$ cat src/logic/mcu_port_pkg.sv
package mcu_port_pkg;

    // ------------------------------------------------------------
    // widths
    // ------------------------------------------------------------
    localparam int ADDR_W = 8;
    localparam int DATA_W = 8;

    // ------------------------------------------------------------
    // reset values
    // ------------------------------------------------------------
    localparam logic [7:0] ADDR_RST = 8'h00;
    localparam logic [7:0] DATA_RST = 8'h00;

    // ------------------------------------------------------------
    // timing counts
    // ------------------------------------------------------------
    // wait count loaded when a strobe is seen; ready stays low one cycle longer than this
    localparam logic [1:0] WAIT_CYCLES = 2'h2;

    // ------------------------------------------------------------
    // access sequencer states
    // ------------------------------------------------------------
    typedef enum logic [1:0] {
        ST_IDLE = 2'b00,
        ST_WAIT = 2'b01,
        ST_DONE = 2'b10
    } acc_state_t;

endpackage : mcu_port_pkg

$ cat src/logic/mcu_multiplexed_host_port.sv
`timescale 1ns/1ps
module mcu_multiplexed_host_port
    import mcu_port_pkg::*;
(
    // clock and reset
    input  wire logic              clk_i,
    input  wire logic              rst_n_i,
    // microcontroller bus
    input  wire logic              chip_select_i,
    input  wire logic              bus_style_select_i,
    input  wire logic              addr_latch_i,
    input  wire logic              write_strobe_or_dir_i,
    input  wire logic              read_strobe_or_data_strobe_i,
    input  wire logic [DATA_W-1:0] mux_addr_data_in_i,
    output logic      [DATA_W-1:0] mux_addr_data_out_o,
    output logic                   mux_addr_data_oe_o,
    output logic                   ready_o,
    // register side
    output logic      [ADDR_W-1:0] reg_addr_o,
    output logic      [DATA_W-1:0] reg_wdata_o,
    output logic                   reg_write_o,
    output logic                   reg_read_o,
    input  wire logic [DATA_W-1:0] reg_rdata_i,
    // interrupt sources and drive configuration
    input  wire logic              disk_irq_req_i,
    input  wire logic              host_irq_req_i,
    input  wire logic              irq_cfg_valid_i,
    input  wire logic              disk_irq_open_drain_i,
    input  wire logic              host_irq_open_drain_i,
    // interrupt pins, active low
    output logic                   disk_irq_n_o,
    output logic                   disk_irq_n_oe_o,
    output logic                   host_irq_n_o,
    output logic                   host_irq_n_oe_o
);

    // ------------------------------------------------------------
    // state
    // ------------------------------------------------------------
    acc_state_t              state_ff,   nxt_state;
    logic [1:0]              wait_ff,    nxt_wait;
    logic                    ale_ff,     nxt_ale;
    logic [ADDR_W-1:0]       addr_ff,    nxt_addr;
    logic                    is_rd_ff,   nxt_is_rd;
    logic [DATA_W-1:0]       dout_ff,    nxt_dout;
    logic                    doe_ff,     nxt_doe;
    logic                    rdy_ff,     nxt_rdy;
    logic [DATA_W-1:0]       wdata_ff,   nxt_wdata;
    logic                    wr_ff,      nxt_wr;
    logic                    rd_ff,      nxt_rd;
    logic                    cfg_ff,     nxt_cfg;
    logic                    dod_ff,     nxt_dod;
    logic                    hod_ff,     nxt_hod;
    logic                    dirq_ff,    nxt_dirq;
    logic                    dirq_oe_ff, nxt_dirq_oe;
    logic                    hirq_ff,    nxt_hirq;
    logic                    hirq_oe_ff, nxt_hirq_oe;
    logic                    rd_req, wr_req;
    // pin level and enable for an active-low interrupt pin
    function automatic logic [1:0] irq_drive(input logic cfg, input logic od,
                                             input logic req);
        // {level, enable}; open drain only pulls low
        if (!cfg)
            irq_drive = 2'b10;
        else if (od)
            irq_drive = {1'b0, req};
        else
            irq_drive = {~req, 1'b1};
    endfunction : irq_drive

    // ------------------------------------------------------------
    // access decode
    // ------------------------------------------------------------
    // strobe decode per bus style, gated by chip select
    always_comb begin
        if (bus_style_select_i) begin
            rd_req = chip_select_i && !read_strobe_or_data_strobe_i;
            wr_req = chip_select_i && !write_strobe_or_dir_i;
        end else begin
            rd_req = chip_select_i && read_strobe_or_data_strobe_i
                     && write_strobe_or_dir_i;
            wr_req = chip_select_i && read_strobe_or_data_strobe_i
                     && !write_strobe_or_dir_i;
        end
    end

    // ------------------------------------------------------------
    // access sequencer
    // ------------------------------------------------------------
    // next values of address latch, sequencer and data drive
    always_comb begin
        nxt_state = state_ff;
        nxt_wait  = wait_ff;
        nxt_ale   = addr_latch_i;
        nxt_addr  = addr_ff;
        nxt_is_rd = is_rd_ff;
        nxt_dout  = dout_ff;
        nxt_doe   = 1'b0;
        nxt_rdy   = 1'b1;
        nxt_wdata = wdata_ff;
        nxt_wr    = 1'b0;
        nxt_rd    = 1'b0;
        if (ale_ff && !addr_latch_i)
            nxt_addr = mux_addr_data_in_i;
        case (state_ff)
            ST_IDLE: begin
                if (rd_req || wr_req) begin
                    nxt_state = ST_WAIT;
                    nxt_wait  = WAIT_CYCLES;
                    nxt_is_rd = rd_req;
                    nxt_rdy   = 1'b0;
                end
            end
            ST_WAIT: begin
                if (!(rd_req || wr_req)) begin
                    nxt_state = ST_IDLE; // strobe withdrawn early
                end else if (wait_ff == 2'h0) begin
                    nxt_state = ST_DONE;
                    nxt_wr    = !is_rd_ff;
                    nxt_rd    = is_rd_ff;
                    nxt_wdata = mux_addr_data_in_i;
                    nxt_dout  = reg_rdata_i;
                    nxt_doe   = is_rd_ff;
                end else begin
                    nxt_wait = wait_ff - 2'h1;
                    nxt_rdy  = 1'b0;
                end
            end
            ST_DONE: begin // held until the strobe ends, one access only
                if (rd_req || wr_req) begin
                    nxt_doe = is_rd_ff && rd_req;
                end else begin
                    nxt_state = ST_IDLE;
                end
            end
            default: nxt_state = ST_IDLE;
        endcase
    end
    // registers of the sequencer
    always_ff @(posedge clk_i) begin
        if (!rst_n_i) begin
            state_ff <= ST_IDLE;
            wait_ff  <= 2'h0;
            ale_ff   <= 1'b0;
            addr_ff  <= ADDR_RST;
            is_rd_ff <= 1'b0;
            dout_ff  <= DATA_RST;
            doe_ff   <= 1'b0;
            rdy_ff   <= 1'b0; // ready deasserted while in reset
            wdata_ff <= DATA_RST;
            wr_ff    <= 1'b0;
            rd_ff    <= 1'b0;
        end else begin
            state_ff <= nxt_state;
            wait_ff  <= nxt_wait;
            ale_ff   <= nxt_ale;
            addr_ff  <= nxt_addr;
            is_rd_ff <= nxt_is_rd;
            dout_ff  <= nxt_dout;
            doe_ff   <= nxt_doe;
            rdy_ff   <= nxt_rdy;
            wdata_ff <= nxt_wdata;
            wr_ff    <= nxt_wr;
            rd_ff    <= nxt_rd;
        end
    end

    // ------------------------------------------------------------
    // interrupt pins
    // ------------------------------------------------------------
    // drive configuration and pin levels
    always_comb begin
        nxt_cfg = cfg_ff | irq_cfg_valid_i;
        nxt_dod = irq_cfg_valid_i ? disk_irq_open_drain_i : dod_ff;
        nxt_hod = irq_cfg_valid_i ? host_irq_open_drain_i : hod_ff;
        {nxt_dirq, nxt_dirq_oe} = irq_drive(cfg_ff, dod_ff,
                                            disk_irq_req_i);
        {nxt_hirq, nxt_hirq_oe} = irq_drive(cfg_ff, hod_ff,
                                            host_irq_req_i);
    end
    // registers of the interrupt pins
    always_ff @(posedge clk_i) begin
        if (!rst_n_i) begin
            cfg_ff     <= 1'b0;
            dod_ff     <= 1'b0;
            hod_ff     <= 1'b0;
            dirq_ff    <= 1'b1;
            dirq_oe_ff <= 1'b0;
            hirq_ff    <= 1'b1;
            hirq_oe_ff <= 1'b0;
        end else begin
            cfg_ff     <= nxt_cfg;
            dod_ff     <= nxt_dod;
            hod_ff     <= nxt_hod;
            dirq_ff    <= nxt_dirq;
            dirq_oe_ff <= nxt_dirq_oe;
            hirq_ff    <= nxt_hirq;
            hirq_oe_ff <= nxt_hirq_oe;
        end
    end
    // outputs straight from flip-flops
    assign mux_addr_data_out_o = dout_ff;
    assign mux_addr_data_oe_o  = doe_ff;
    assign ready_o             = rdy_ff;
    assign reg_addr_o          = addr_ff;
    assign reg_wdata_o         = wdata_ff;
    assign reg_write_o         = wr_ff;
    assign reg_read_o          = rd_ff;
    assign disk_irq_n_o        = dirq_ff;
    assign disk_irq_n_oe_o     = dirq_oe_ff;
    assign host_irq_n_o        = hirq_ff;
    assign host_irq_n_oe_o     = hirq_oe_ff;

    // ------------------------------------------------------------
    // assertions
    // ------------------------------------------------------------
    property p_cs_gate;
        @(posedge clk_i) disable iff (!rst_n_i)
        (state_ff == ST_IDLE && !chip_select_i) |=> rdy_ff;
    endproperty
    a_cs_gate: assert property (p_cs_gate)
        else $error("access started without chip select");
    property p_sep_write;
        @(posedge clk_i) disable iff (!rst_n_i)
        (state_ff == ST_IDLE && bus_style_select_i && chip_select_i
         && !write_strobe_or_dir_i && read_strobe_or_data_strobe_i)
        ##1 (wr_req [*3]) |=> reg_write_o;
    endproperty
    a_sep_write: assert property (p_sep_write)
        else $error("separate style write not performed");
    property p_dir_read;
        @(posedge clk_i) disable iff (!rst_n_i)
        (state_ff == ST_IDLE && !bus_style_select_i && rd_req)
        ##1 (rd_req [*3]) |=> (reg_read_o && mux_addr_data_oe_o);
    endproperty
    a_dir_read: assert property (p_dir_read)
        else $error("direction style read not performed");
    property p_ready_low;
        @(posedge clk_i) disable iff (!rst_n_i)
        (state_ff == ST_IDLE && (rd_req || wr_req)) |=> !ready_o;
    endproperty
    a_ready_low: assert property (p_ready_low)
        else $error("ready not lowered at access start");
    property p_addr_latch;
        @(posedge clk_i) disable iff (!rst_n_i)
        (ale_ff && !addr_latch_i) |=>
            (reg_addr_o == $past(mux_addr_data_in_i));
    endproperty
    a_addr_latch: assert property (p_addr_latch)
        else $error("address not latched on strobe trailing edge");
    property p_irq_float;
        @(posedge clk_i) disable iff (!rst_n_i)
        !cfg_ff |=> (!disk_irq_n_oe_o && !host_irq_n_oe_o);
    endproperty
    a_irq_float: assert property (p_irq_float)
        else $error("interrupt pin driven before configuration");
    property p_reset_float;
        @(posedge clk_i)
        !rst_n_i |=> (!mux_addr_data_oe_o && !disk_irq_n_oe_o
                      && !host_irq_n_oe_o && !ready_o && !reg_write_o);
    endproperty
    a_reset_float: assert property (p_reset_float)
        else $error("pins driven during reset");
    property p_drive_read;
        @(posedge clk_i) disable iff (!rst_n_i)
        mux_addr_data_oe_o |-> is_rd_ff;
    endproperty
    a_drive_read: assert property (p_drive_read)
        else $error("data lines driven outside a read");
    property p_one_access;
        @(posedge clk_i) disable iff (!rst_n_i)
        (reg_write_o || reg_read_o) |=> !(reg_write_o || reg_read_o);
    endproperty
    a_one_access: assert property (p_one_access)
        else $error("more than one access per strobe");
    c_write: cover property (@(posedge clk_i) reg_write_o);
    c_read:  cover property (@(posedge clk_i) reg_read_o);
    c_dir_write: cover property (@(posedge clk_i)
                             !bus_style_select_i && reg_write_o);
    c_od:    cover property (@(posedge clk_i) dod_ff && disk_irq_n_oe_o);

endmodule : mcu_multiplexed_host_port

$ cat config.mk
export PLATFORM = sky130hd
export DESIGN_NAME = mcu_multiplexed_host_port
export DESIGN_NICKNAME = d
export VERILOG_FILES = /design/src/logic/mcu_port_pkg.sv /design/src/logic/mcu_multiplexed_host_port.sv
export SDC_FILE = /design/constraint.sdc
export NUM_CORES = 1
export LEC_CHECK = 0
export BUFFER_PORTS_ARGS = -buffer_cell sky130_fd_sc_hd__buf_2
export CAP_MARGIN = 20
export CORE_MARGIN = 5
export CORE_UTILIZATION = 40
export DETAILED_ROUTE_END_ITERATION = 7
export PLACE_DENSITY_LB_ADDON = 0.05
export SLEW_MARGIN = 20
export SYNTH_ARGS = -nofsm -noshare
export SYNTH_HDL_FRONTEND = slang
export SYNTH_SLANG_ARGS = --single-unit
$ cat constraint.sdc
create_clock -name clk_i -period 3.4 [get_ports clk_i]
set_clock_uncertainty 0.2 [all_clocks]
set_input_delay 0.17 -clock clk_i [delete_from_list [all_inputs] [get_ports clk_i]]
set_output_delay 0.17 -clock clk_i [all_outputs]
set_load 0.005 [all_outputs]
==> impl_metrics.py <==
metrics = {
    "run_status": {
        "outcome": "complete, no violations",
    },
    "timing": {
        "max_slew_margin_pct": 32.1,
        "setup_tns_ps": 0,
        "timing.hold.ws_ps": 35.2,
        "min_period_ps": 2210,
        "setup_viol": 0,
        "rsz0062_at_grt": "no",
        "worst_slew_pin_slew_ps": 1020,
        "max_freq_ghz": 0.453,
        "hold_viol_final": 0,
        "finalCritPeriodShare_pct": 64.9,
        "slew_violations": 0,
    },
    "yosys": {
        "synth_area_mm2": 0.00158,
        "avgSynthCellArea_um2": 8.88,
        "synth-edff-count": 0,
        "yosysSeqAreaShare_pct": 51.9,
        "async_reset_ff_share_pct": 0,
        "synth_cells": 178,
        "synth_cell_types": 32,
        "yosysWarnings": 0,
        "synthFlopType": "dfxtp_1",
        "ys_ff_latch": 41,
        "synth_nets": 211,
    },
    "layout": {
        "diodes": 0,
        "seq_area_um2": 821,
        "drive_gt1_share_pct": 27.4,
        "multi_input_area_um2": 679,
        "fin_nets": 293,
        "finalNonFillerCells": 307,
        "fin_area_mm2": 0.00223,
        "fillers": 354,
        "area_growth_pct": 41.2,
    },
    "critical_path": {
        "crit_chain": "dlygate4sd3_1 > buf_2 > o21ai_2 > or3_1 > nand3_1 > o21ai_1",
        "crit_start": "read_strobe_or_data_strobe_i",
        "start_kind": "input port",
        "cp.required_ps": 3410,
        "cp_data_arrival_time_ps": 2210,
        "crit_slowest_cell": "or3_1",
        "crit_fanout": 35,
        "path_class": "input port to flop",
        "endpoint_kind": "flop",
        "max_stage_delay_ps": 830,
        "rr_startpoint": "state_ff[1]",
    },
    "clocking": {
        "clock_latency_ps": 280,
        "root_buffer": "clkbuf_8",
        "cts_buffers": 5,
        "postCtsSetupBuffers": 0,
        "cts_tree": "done",
        "clock_path_buffers": 2,
        "cts.sinks": 41,
        "path_clk_slew_ps": 70,
        "cts_resized": 0,
        "cts.htree.levels": 2,
    },
    "routing": {
        "ant_nets": 0,
        "routed_wl_mm": 3.79,
        "viasPerCell": 4.79,
        "firstDrtPassIters": 4,
        "dr.first_iter.drc_count": 46,
        "drcViolationCount": 0,
        "wl_per_cell_um": 12.4,
        "num_vias": 1472,
    },
    "flow_run": {
        "cap_violations": 0,
    },
    "global_routing": {
        "grt_pass1_wl_mm": 6.30,
        "grt_overflow": 0,
        "grt_usage_pct": 15.2,
        "antenna_found_initial": 0,
        "grt_pass1_vias": 1493,
        "grt_max_degree": 42,
    },
    "power_and_ir_drop": {
        "power.leakage_nw": 1.01,
        "power.total_w": 0.000950,
        "powerDensity_mw_per_mm2": 426,
        "irDropWorstVdd_mv": 0.240,
    },
    "placement": {
        "dp_hpwl_mm": 2.63,
        "place_inst": 275,
        "gp_congestion": 0.738,
        "placed_cell_area_mm2": 0.00190,
        "portBuffers": 59,
    },
    "floorplan": {
        "rows": 22,
        "core_region_area_mm2": 0.00374,
        "initial_core_util_pct": 42.2,
        "die-area_mm2": 0.00531,
        "die_height_um": 72.9,
        "die_w_um": 72.9,
        "io_pins": 60,
    },
    "min_path": {
        "holdCritStartpoint": "write_strobe_or_dir_i",
        "hp-class": "input port to flop",
    },
}
==> layout by cell type (no fill, tap or decap), types with 2 or more instances in the layout <==
master,count
buf_2,59
dfxtp_1,41
dlygate4sd3_1,26
nand2_1,20
nand3_1,20
nor2_1,17
o21ai_1,16
mux2i_1,10
inv_1,8
a21oi_1,6
ha_1,5
clkbuf_8,5
o211ai_1,2
nor2b_1,2
nor3_1,2
o21ai_0,2
==> critical path: cells and delay by family <==
family	cells	cell delay (ps)
AO/OA/AOI/OAI	2	370
buffers and inverters	2	690
AND/OR/NAND/NOR	2	980
==> synthesized netlist by cell type (all sizes together), types with 5 or more instances <==
library cell  count  share of area, %
a21oi             7               2.5
buf               6               1.7
mux2i            10               6.3
nor2             17               4.0
nand2            20               4.8
ha                5               4.0
dfxtp            41                52
clkbuf            5               1.2
o21ai            19               6.3
inv               8               1.9
nand3            20               6.3
==> through the flow <==
stage / util (%) / setup slack (ps)
2_1_floorplan: - / 1660
3_3_place_gp: 50.7 / 1350
6_report: 59.6 / 1190
5_1_grt: 59.6 / 921
3_5_place_dp: 50.7 / 1230
4_1_cts: 59.6 / 1190
==> registers in the layout, indices dropped and copies added, names as in the netlist, 2 cells and up <==
register and flops:
mux_addr_data_out_o 8, reg_addr_o 8, reg_wdata_o 8, state_ff 2
wait_ff 2
==> layout make-up <==
class / count / area share [%]
sequential: 41 / 36.8
multi-input combinational: 117 / 30.5
tap: 48 / 2.69
timing repair buffer: 86 / 25.2
inverter: 9 / 1.51
clock buffer: 5 / 3.08
clock inverter: 1 / 0.224
==> per-layer routing <==
| metal | GRT usage (%) | up-vias | routed length, um |
|---|---|---|---|
| met3 | 3.72 | 9 | 284 |
| met1 | 16.9 | 653 | 1640 |
| met2 | 27.0 | 47 | 1790 |
| met5 | 0 | - | 0 |
| li1 | - | 763 | - |
| met4 | 6.97 | 0 | 75 |
==> repair_timing <==
action,CTS,global route
hold buffers,26,0
hold endpoints to repair,34,0
setup endpoints to repair,0,0
==> kinds of logic after synthesis <==
group                      after synthesis  share of synthesized area [%]
buffers and inverters                   20                           5.07
adders and majority gates                5                           3.96
and+or+nand+nor                         68                           20.2
DFF                                     41                           51.9
AOI/OAI and AO/OA                       34                           12.5
muxes                                   10                           6.33
==> worst paths after layout <==
path / endpoint / slack [ps] / cells past startpoint
hold reg to reg: mux_addr_data_out_o[3] / 260 / 2
setup reg to reg: reg_wdata_o[7] / 1230 / 6
hold / removal: is_rd_ff / 40 / 3
setup / recovery: reg_wdata_o[7] / 1190 / 6
==> where the power goes <==
| part | switching, W | internal (W) |
|---|---|---|
| registers | 0.0000126 | 0.000504 |
| logic | 0.0000753 | 0.0000770 |
| clock network | 0.000146 | 0.000135 |
| total | 0.000234 | 0.000716 |
(Power assumes the default switching activity.)
